$ cat config.mk
export PLATFORM = sky130hd
export DESIGN_NAME = dacsr_top
export DESIGN_NICKNAME = d
export VERILOG_FILES = /design/src/design/dacsr_result_mem.v /design/src/design/dacsr_top.v
export VERILOG_INCLUDE_DIRS = /design/src /design/src/design
export SDC_FILE = /design/constraint.sdc
export NUM_CORES = 1
export LEC_CHECK = 0
export BUFFER_PORTS_ARGS = -buffer_cell sky130_fd_sc_hd__buf_2
export CAP_MARGIN = 30
export CORE_MARGIN = 2
export CORE_UTILIZATION = 29
export CTS_BUF_LIST = sky130_fd_sc_hd__clkbuf_2
export DETAILED_ROUTE_END_ITERATION = 7
export GPL_TIMING_DRIVEN = 0
export HOLD_SLACK_MARGIN = 0.12
export REMOVE_ABC_BUFFERS = 1
export SLEW_MARGIN = 25
export SYNTH_ARGS = -nofsm -noshare
export SYNTH_HDL_FRONTEND = slang
export SYNTH_SLANG_ARGS = --single-unit
$ cat constraint.sdc
create_clock -name clk_sys -period 4.55 [get_ports clk_sys]
set_input_delay 0.455 -clock clk_sys [delete_from_list [all_inputs] [get_ports clk_sys]]
set_output_delay 0.455 -clock clk_sys [all_outputs]
set_load 0.01 [all_outputs]
$ cat src/design/dacsr_regs.vh
// Purpose: Constants for the dual converter control and serial readout.
// Assumes: Included by the design files of this block only.
// Notes:   Times in ns; counts in serial bit clock cycles.
`ifndef DACSR_REGS_VH
`define DACSR_REGS_VH

`define DACSR_SYS_PERIOD_NS   40
`define DACSR_FRAME_CLKS      20
`define DACSR_CONV_CLKS       16
`define DACSR_ACQ_CLKS        4
`define DACSR_CONV_TIME_NS    1600
`define DACSR_ACQ_TIME_NS     400
`define DACSR_REF_CKP_NS      100
`define DACSR_DATA_BITS       16
`define DACSR_ID_BITS         4
`define DACSR_WORD_BITS       20
`define DACSR_LATCH_CLK       2
`define DACSR_BUSY_DROP_BIT   3
`define DACSR_ID_A0           4'h0
`define DACSR_ID_A1           4'h1
`define DACSR_ID_B0           4'h2
`define DACSR_ID_B1           4'h3

`endif

$ cat src/design/dacsr_result_mem.v
// Purpose: Holds the latest 16-bit conversion result of each of the four channels.
// Assumes: One write port and one read port on clk_sys.
// Notes:   Read data come out of a register, one cycle after the address.
`timescale 1ns/1ns
`include "dacsr_regs.vh"

module dacsr_result_mem (
	input  wire        clk_sys,
	input  wire        wr_en,
	input  wire [1:0]  wr_addr,
	input  wire [15:0] wr_data,
	input  wire [1:0]  rd_addr,
	output reg  [15:0] rd_data_q
);

	reg [15:0] mem_q [0:3];

	always @(posedge clk_sys) begin
		if (wr_en) begin
			mem_q[wr_addr] <= wr_data;
		end
		rd_data_q <= mem_q[rd_addr];
	end

endmodule

$ cat src/design/dacsr_top.v
// Purpose: Control and serial readout of a dual simultaneous 16-bit converter.
// Assumes: Host pins arrive asynchronously and are synchronised to clk_sys;
//          the serial bit clock is sampled, not used as a clock.
// Notes:   Conversion results arrive as parallel words from the analog core.
`timescale 1ns/1ns
`include "dacsr_regs.vh"

////////////////////////////////////////////////////////////////////////////////
// Operation
// - Two-channel mode converts pair 1 when pair_select high, else pair 0.
// - Trigger rising edge puts both sample-and-holds into hold at once.
// - Host readout sync rising edge starts a serial frame; word aligns to it.
// - Word is channel id then 16 data bits, 20 bit clocks after sync.
// - Chip select low drives output A, and output B unless merged; high tri-states both.
// - Busy rises at conversion start, falls after third LSB shifted out.
// - Merge select high sends A then B results on serial output A.
// - Conversion needs 16 bit clocks, acquisition 4, per 20-clock frame.
// - Address and mode latched on falling edge of second conversion clock.
// - Sync and chip select are sampled on a falling bit clock edge.
// - Output bits change after a rising bit clock edge, held till then.
// - Merge low uses both outputs; merge high keeps output B tri-stated.
// - Four-channel mode converts pair 0 then pair 1, ignoring pair_select.
module dacsr_top (
	input  wire        clk_sys,
	input  wire        rst_n,
	input  wire        serial_bit_clock,
	input  wire        conversion_trigger,
	input  wire        readout_sync,
	input  wire        chip_select_n,
	input  wire        pair_select,
	input  wire        channel_count_select,
	input  wire        output_merge_select,
	input  wire [15:0] result_a,
	input  wire [15:0] result_b,
	output reg         hold_q,
	output reg         busy_q,
	output reg  [1:0]  pair_conv_q,
	output reg         sdo_a_q,
	output reg         sdo_a_oe_n_q,
	output reg         sdo_b_q,
	output reg         sdo_b_oe_n_q
);

	localparam ST_IDLE = 3'b001;
	localparam ST_CONV = 3'b010;
	localparam ST_ACQ  = 3'b100;

	localparam [4:0] CONV_CLKS = `DACSR_CONV_CLKS;
	localparam [4:0] FRAME_CLKS = `DACSR_FRAME_CLKS;
	localparam [5:0] WORD_BITS = `DACSR_WORD_BITS;
	localparam [1:0] LATCH_CLK = `DACSR_LATCH_CLK;
	localparam [5:0] BUSY_BIT  = `DACSR_BUSY_DROP_BIT;
	// Bit position (from word start) of the third LSB.
	localparam [5:0] BUSY_DROP = WORD_BITS - BUSY_BIT;

	////////////////////////////////////////////////////////////////////////////
	// Two-flop synchronisers for the seven host control pin inputs.
	reg  [6:0] sync1_q;
	reg  [6:0] sync2_q;
	reg        bclk_d1_q;
	reg        trig_d1_q;
	reg        rsync_d1_q;

	always @(posedge clk_sys) begin
		sync1_q <= {serial_bit_clock, conversion_trigger, readout_sync,
			chip_select_n, pair_select, channel_count_select,
			output_merge_select};
		sync2_q <= sync1_q;
		if (!rst_n) begin
			bclk_d1_q  <= 1'b0;
			trig_d1_q  <= 1'b0;
			rsync_d1_q <= 1'b0;
		end else begin
			bclk_d1_q  <= sync2_q[6];
			trig_d1_q  <= sync2_q[5];
			rsync_d1_q <= sync2_q[4];
		end
	end

	wire bclk_s  = sync2_q[6];
	wire trig_s  = sync2_q[5];
	wire rsync_s = sync2_q[4];
	wire cs_n_s  = sync2_q[3];
	wire psel_s  = sync2_q[2];
	wire ccnt_s  = sync2_q[1];
	wire merge_s = sync2_q[0];

	wire bclk_rise = bclk_s & ~bclk_d1_q;
	wire bclk_fall = ~bclk_s & bclk_d1_q;
	wire trig_rise = trig_s & ~trig_d1_q;

	////////////////////////////////////////////////////////////////////////////
	// Conversion sequencer.
	reg  [2:0]  state_q;
	reg  [4:0]  clk_cnt_q;
	reg         four_ch_q;
	reg         psel_q;
	reg         merge_q;
	reg         second_pair_q;
	reg         mem_wr_q;
	reg  [1:0]  mem_addr_q;
	reg  [15:0] mem_data_q;
	reg         wr_b_pend_q;

	// The chained second pair of a four-channel run keeps the settings taken
	// for the first pair; a fresh latch there would restart the sequence.
	wire        latch_now = bclk_fall &&
		clk_cnt_q == {3'h0, LATCH_CLK} - 5'h01 &&
		!(four_ch_q && second_pair_q);

	always @(posedge clk_sys) begin
		if (!rst_n) begin
			state_q       <= ST_IDLE;
			clk_cnt_q     <= 5'h00;
			hold_q        <= 1'b0;
			four_ch_q     <= 1'b0;
			psel_q        <= 1'b0;
			merge_q       <= 1'b0;
			second_pair_q <= 1'b0;
			pair_conv_q   <= 2'h0;
			mem_wr_q      <= 1'b0;
			mem_addr_q    <= 2'h0;
			mem_data_q    <= 16'h0000;
			wr_b_pend_q   <= 1'b0;
		end else begin
			mem_wr_q <= 1'b0;
			if (wr_b_pend_q) begin
				mem_wr_q    <= 1'b1;
				mem_addr_q  <= {1'b1, second_pair_q};
				mem_data_q  <= result_b;
				wr_b_pend_q <= 1'b0;
			end
			case (state_q)
			ST_IDLE: begin
				if (trig_rise) begin
					hold_q    <= 1'b1;
					clk_cnt_q <= 5'h00;
					four_ch_q <= 1'b0;
					state_q   <= ST_CONV;
				end
			end
			ST_CONV: begin
				if (latch_now) begin
					four_ch_q <= ccnt_s;
					psel_q    <= psel_s;
					merge_q   <= merge_s;
					if (ccnt_s) begin
						second_pair_q <= 1'b0;
						pair_conv_q   <= 2'h1;
					end else begin
						second_pair_q <= psel_s;
						pair_conv_q   <= psel_s ? 2'h2 : 2'h1;
					end
				end
				if (bclk_rise) begin
					clk_cnt_q <= clk_cnt_q + 5'h01;
					if (clk_cnt_q == CONV_CLKS - 5'h01) begin
						// Results are stored after all 16 conversion clocks.
						hold_q      <= 1'b0;
						mem_wr_q    <= 1'b1;
						mem_addr_q  <= {1'b0, second_pair_q};
						mem_data_q  <= result_a;
						wr_b_pend_q <= 1'b1;
						state_q     <= ST_ACQ;
					end
				end
			end
			ST_ACQ: begin
				if (bclk_rise) begin
					clk_cnt_q <= clk_cnt_q + 5'h01;
					if (clk_cnt_q == FRAME_CLKS - 5'h01) begin
						clk_cnt_q <= 5'h00;
						if (four_ch_q && !second_pair_q) begin
							// Second pair follows without a new trigger.
							second_pair_q <= 1'b1;
							pair_conv_q   <= 2'h2;
							hold_q        <= 1'b1;
							state_q       <= ST_CONV;
						end else begin
							state_q <= ST_IDLE;
						end
					end
				end
			end
			default: state_q <= ST_IDLE;
			endcase
		end
	end

	////////////////////////////////////////////////////////////////////////////
	// Serial readout.
	reg         frame_q;
	reg  [5:0]  bit_cnt_q;
	reg         part_b_q;
	reg  [1:0]  rd_addr_q;
	wire [15:0] rd_data;
	reg  [15:0] shreg_a_q;
	reg  [15:0] shreg_b_q;
	reg  [3:0]  id_a_q;
	reg  [3:0]  id_b_q;
	reg         rsync_seen_q;
	reg         load_q;
	reg         load_dly_q;

	dacsr_result_mem u_mem (
		.clk_sys   (clk_sys),
		.wr_en     (mem_wr_q),
		.wr_addr   (mem_addr_q),
		.wr_data   (mem_data_q),
		.rd_addr   (rd_addr_q),
		.rd_data_q (rd_data)
	);

	wire [3:0] id_a = second_pair_q ? `DACSR_ID_A1 : `DACSR_ID_A0;
	wire [3:0] id_b = second_pair_q ? `DACSR_ID_B1 : `DACSR_ID_B0;
	wire [5:0] word_end = merge_q ? (WORD_BITS << 1) : WORD_BITS;
	wire [4:0] bit_pos = (bit_cnt_q >= WORD_BITS) ?
		bit_cnt_q[4:0] - WORD_BITS[4:0] : bit_cnt_q[4:0];
	wire       out_a = (bit_pos < `DACSR_ID_BITS) ?
		id_a_q[3 - bit_pos[1:0]] : shreg_a_q[15];
	wire       out_b = (bit_pos < `DACSR_ID_BITS) ?
		id_b_q[3 - bit_pos[1:0]] : shreg_b_q[15];

	always @(posedge clk_sys) begin
		if (!rst_n) begin
			frame_q      <= 1'b0;
			bit_cnt_q    <= 6'h00;
			part_b_q     <= 1'b0;
			rd_addr_q    <= 2'h0;
			shreg_a_q    <= 16'h0000;
			shreg_b_q    <= 16'h0000;
			id_a_q       <= 4'h0;
			id_b_q       <= 4'h0;
			rsync_seen_q <= 1'b0;
			load_q       <= 1'b0;
			load_dly_q   <= 1'b0;
			busy_q       <= 1'b0;
			sdo_a_q      <= 1'b0;
			sdo_b_q      <= 1'b0;
			sdo_a_oe_n_q <= 1'b1;
			sdo_b_oe_n_q <= 1'b1;
		end else begin
			load_q     <= 1'b0;
			load_dly_q <= load_q;
			// A sync edge is armed when seen and taken on the next falling bit clock
			// edge with chip select low, so a pulse between edges still starts a frame.
			if (bclk_fall && rsync_seen_q) begin
				rsync_seen_q <= 1'b0;
				if (!cs_n_s) begin
					frame_q   <= 1'b1;
					bit_cnt_q <= 6'h00;
					part_b_q  <= 1'b0;
					rd_addr_q <= {1'b0, second_pair_q};
					load_q    <= 1'b1;
				end
			end
			// A new sync edge in the cycle that takes the old one stays armed.
			if (rsync_s && !rsync_d1_q) begin
				rsync_seen_q <= 1'b1;
			end
			if (load_dly_q) begin
				// The address changes with load_q and the memory registers its
				// output, so the addressed word is valid one cycle later.
				if (part_b_q) begin
					shreg_a_q <= rd_data;
				end else begin
					shreg_a_q <= rd_data;
					rd_addr_q <= {1'b1, second_pair_q};
					part_b_q  <= 1'b1;
				end
				id_a_q <= part_b_q ? id_b : id_a;
				id_b_q <= id_b;
			end
			if (part_b_q && !load_q && frame_q && bit_cnt_q == 6'h00) begin
				shreg_b_q <= rd_data;
			end
			if (frame_q && bclk_rise) begin
				sdo_a_q   <= out_a;
				sdo_b_q   <= out_b;
				bit_cnt_q <= bit_cnt_q + 6'h01;
				if (bit_pos >= `DACSR_ID_BITS) begin
					shreg_a_q <= {shreg_a_q[14:0], 1'b0};
					shreg_b_q <= {shreg_b_q[14:0], 1'b0};
				end
				if (bit_cnt_q == BUSY_DROP) begin
					busy_q <= 1'b0;
				end
				if (merge_q && bit_cnt_q == WORD_BITS - 6'h01) begin
					rd_addr_q <= {1'b1, second_pair_q};
					load_q    <= 1'b1;
				end
				if (bit_cnt_q == word_end - 6'h01) begin
					frame_q <= 1'b0;
				end
			end
			// A trigger in the cycle of the drop point wins, so busy never
			// hides a conversion that has just begun.
			if (trig_rise) begin
				busy_q <= 1'b1;
			end
			sdo_a_oe_n_q <= cs_n_s;
			sdo_b_oe_n_q <= cs_n_s | merge_q;
		end
	end

endmodule

==> results.md <==
- The run finished with clean final reports.
- Wires add up to 13200 µm.
- The number of flops mapped to enable cells by yosys is 64.
- The post-synthesis average cell area is between 10 and 15 µm².
- The worst-case vdd ir drop is 0.159 mV.
- Data on the critical path is required at its endpoint by 5.27 ns.
- The number of hold-slack violations in the final timing report came to 0.
- The top cell types in the final layout, fill and taps aside, are 116 x sky130_fd_sc_hd__dfxtp_1, 64 x sky130_fd_sc_hd__edfxtp_1, 56 x sky130_fd_sc_hd__mux2i_1.
- The TritonCTS sink count is 183.
- The total number of yosys warnings is 0.
- Setup repair after global routing left no endpoint under its margin.
- The die is ~160 µm tall.
- After clock tree synthesis, the repair step resized 0 gates.
- Traced cell by cell, the critical path runs through nor2b_1, o32ai_2, and4bb_1, and3_1, buf_6, o2bb2ai_1, dlygate4sd3_1.
- The portion of the post-synthesis area used by sequential elements is 0.610.
- After detailed routing, the number of remaining DRC violations is 0.
- The floorplan row count is 57.
- Counting the buffers created by CTS gives 17.
- The setup TNS is 0 ns.
- The global placement routability congestion is 0.760.
- The count of final max-slew check failures is 0.
- Entering global routing, the biggest net connects 54 pins.
- The cell at the root of the clock tree is sky130_fd_sc_hd__clkbuf_2.
- After filler insertion, the fill cell instance count of the layout stands at ~2400.
- The worst register-to-register path begins at sync2_q[6].
- The first global-routing pass estimated 21600 µm of wire.
- The total of endpoints with negative setup slack in the final report is 0.
- The number of cells on the worst reg-to-reg path is 7.
- The initial antenna violation count is 1.
- The peak per-stage delay on the critical path is 0.58 ns.
- Once placement finished, the instance area stood at 7620 µm².
- For this run the aggregate overflow at the end of global routing stands at 0.
- The slowest stage of the critical path is the sky130_fd_sc_hd__nor2b_1 cell.
- Along the worst path, the maximum fanout reaches 14.
- Timing would allow up to 339 MHz.
- The actual transition at the worst max-transition pin is ~0.94 ns.
- Before CTS, the worst setup slack after placement is 1.91 ns.
- Dividing total power by cell area gives a power density of roughly 340 nW/µm².
- The share of the cycle needed by the critical path after routing is 0.649.
- Together, buffers and inverters on the worst path number 2.
- The tightest slew margin relative to the limit is 0.377.
- The clock-pin transition on the worst setup and hold timing paths is 0.29 ns.
- For this run, the leading register cell type out of synthesis is sky130_fd_sc_hd__dfxtp_1.
- The number of buffers inserted by port buffering is 48.
- Summed over all instances, the cell type with the most area after synthesis is sky130_fd_sc_hd__dfxtp_1.
- The post-route standard cell area excluding fillers is 8290 µm².
- The library cell used most frequently in the layout, excluding fill and tap cells, is sky130_fd_sc_hd__dfxtp_1.
- The final critical-path required period is approximately 3.0 ns.
- The floorplan die width is roughly 160 µm.
- The starting utilization of the core area is 0.293.
- The mapped cell area is ~7100 µm².
- The layout net count is just under 700.
- The synthesized netlist cell count is 550.
- The worst hold path passes through 2 cells.
- The worst setup path is launched from a register.
- The total global-route track usage is 0.107.
- For this design the static power due to leakage is 3.07 nW.
- The path class of the tightest hold or removal check is in2reg.
- Pin placement for this block handled 49 I/O pins.
- In this run the post-CTS setup repair buffer count came out at 0.
- The timing endpoint of the critical path is mem_data_q[5].
- The critical path starts at sync2_q[6].
- The capture point of the worst reg-to-reg path is mem_data_q[5].
- Across all setup checks in the final design, the least slack found is 1.60 ns.
- The total via count in the routed design is 4304.
- Sorting the synthesized cells by area gives the leading types as sky130_fd_sc_hd__dfxtp_1 34%, sky130_fd_sc_hd__edfxtp_1 27%, sky130_fd_sc_hd__mux2i_1 7.9%, sky130_fd_sc_hd__mux4_2 5.1%, sky130_fd_sc_hd__a21oi_1 3.4%.
- The via density per instance is 4.44.
- The core region is 24100 µm².
- TritonCTS built the clock tree.
- The die covers around 26000 µm².
- The per-cell routed wire length is between 10 and 15 µm.
- The clock tree skew after final layout is 0.0422 ns.
- The critical path's top delay family is simple AND/OR/NAND/NOR gates.
- Relative to the synthesized area, the layout overhead comes to 17.5%.
- The critical path data arrival time is 3.67 ns.
- The first-iteration detailed-routing DRC count is roughly 250.
- The number of cells on the critical path is 7.
- The post-synthesis register bit count is 183.
- The first TritonRoute pass finished after 4 iterations.
- Once detail routing completed, the nets flagged for antenna violations numbered 0.
- The max-cap check violation count is 0.
- The number of H-tree levels is 4.
- The worst setup path is of the reg2reg kind.
- The worst setup path is captured at a register.
- The setup slack on the worst flop-to-flop path is 1.60 ns.
- For the worst-skew pair, the clock arrives at the later sink with an insertion delay of between 0.7 and 0.8 ns.
- The number of global-route vias before repair is 4125.
- The HPWL reported at the end of detailed placement is roughly 8400 µm.
- The fraction of registers with async set or reset after synthesis is 0.
- The number of hold-repair buffers added at the cts stage is 39.
- Of the cells placed in the final design, the portion with a size suffix greater than 1 is 0.202.
- The fraction of synthesized cell area taken by the top area cell type is 0.338.
- The clock passes through at most 2 buffers.
- The number of distinct library cell variants in the gate-level netlist after synthesis is 53.
[per-layer routing]
| layer | part of all wire | vias to the layer above | track usage |
|---|---|---|---|
| met5 | 0 | - | 0 |
| met3 | 0.022 | 11 | 0.0249 |
| met4 | 0.012 | 0 | 0.0410 |
| met1 | 0.47 | 2044 | 0.135 |
| li1 | - | 2204 | - |
| met2 | 0.49 | 45 | 0.179 |
[synthesized netlist by cell type (all sizes together), types with 2 or more instances]
| cell | instances |
|---|---|
| o21ai | 40 |
| nor2 | 34 |
| clkbuf | 19 |
| xnor2 | 3 |
| mux4 | 16 |
| or4 | 2 |
| nand2b | 6 |
| buf | 15 |
| edfxtp | 64 |
| and3b | 3 |
| nand3 | 11 |
| mux2i | 56 |
| dfxtp | 119 |
| nand4 | 3 |
| o311a | 2 |
| and3 | 6 |
| and4bb | 2 |
| a22oi | 3 |
| ha | 10 |
| o22ai | 2 |
| and2 | 4 |
| or3b | 4 |
| a21oi | 48 |
| nand4b | 6 |
| nor2b | 8 |
| nor3b | 4 |
| a211oi | 3 |
| inv | 12 |
| nor4 | 2 |
| nand2 | 15 |
| a31oi | 2 |
| o2bb2ai | 16 |
[state kept, by name (all words and copies together), names as in the netlist, 2 cells and up]
register,count
id_b_q,2
u_mem.mem_q,64
bit_cnt_q,6
clk_cnt_q,5
sync2_q,7
u_mem.rd_data_q,16
rd_addr_q,2
shreg_b_q,16
pair_conv_q,2
sync1_q,7
mem_addr_q,2
state_q,3
mem_data_q,16
shreg_a_q,16
[worst min path at each step]
stage / to / startpoint
after detailed placement: sync2_q[6] / sync1_q[6]
after CTS: sync1_q[6] / serial_bit_clock
after floorplan: sync2_q[0] / sync1_q[0]
final: sync1_q[6] / serial_bit_clock
after global placement: sync2_q[4] / sync1_q[4]
after global routing: sync1_q[0] / output_merge_select
[power by group]
part	switching [W]	internal, W	leakage, nW	total (W)
Sequential	0.0000512	0.00174	1.59	0.00179
Clock	0.000609	0.000182	0.149	0.000790
Combinational	0.000137	0.000136	1.34	0.000272
[logic make-up after synthesis]
kind of cell,after synthesis,synth area share
AND/OR/NAND/NOR,115,0.0924
AO/OA/AOI/OAI,120,0.113
flip-flops,183,0.610
buffers and inverters,46,0.0316
multiplexers,73,0.132
XOR/XNOR,3,0.00372
adder cells (fa/ha/maj),10,0.0177
[worst register-to-register path: stages (launching register included)]
cell and delay [ns]:
sky130_fd_sc_hd__dfxtp_1 0.43, sky130_fd_sc_hd__nor2b_1 0.58, sky130_fd_sc_hd__o32ai_2 0.22, sky130_fd_sc_hd__and4bb_1 0.35
sky130_fd_sc_hd__and3_1 0.38, sky130_fd_sc_hd__buf_6 0.25, sky130_fd_sc_hd__o2bb2ai_1 0.14, sky130_fd_sc_hd__dlygate4sd3_1 0.57
[per-stage QoR]
stage	util	power (W)	hold WS (ns)	instances
detailed placement	0.316	0.00207	0.312	894
global route	0.344	0.00301	0.214	969
global placement	0.312	0.00207	0.311	888
CTS	0.342	0.00290	0.203	965
finish	0.344	0.00286	0.299	969
floorplan	-	0.00198	0.310	516
[final cells by class]
cell class	instances	area, µm²	share of cell area
diodes	1	2.50	0.000302
multi-input cells	321	2550	0.308
flip-flops and latches	183	4310	0.520
clock buffers	17	85.1	0.0103
repair buffers	96	739	0.0892
inverters	12	45.0	0.00543
clock inverters	15	151	0.0183
well taps	324	405	0.0489
(Power assumes the default switching activity.)
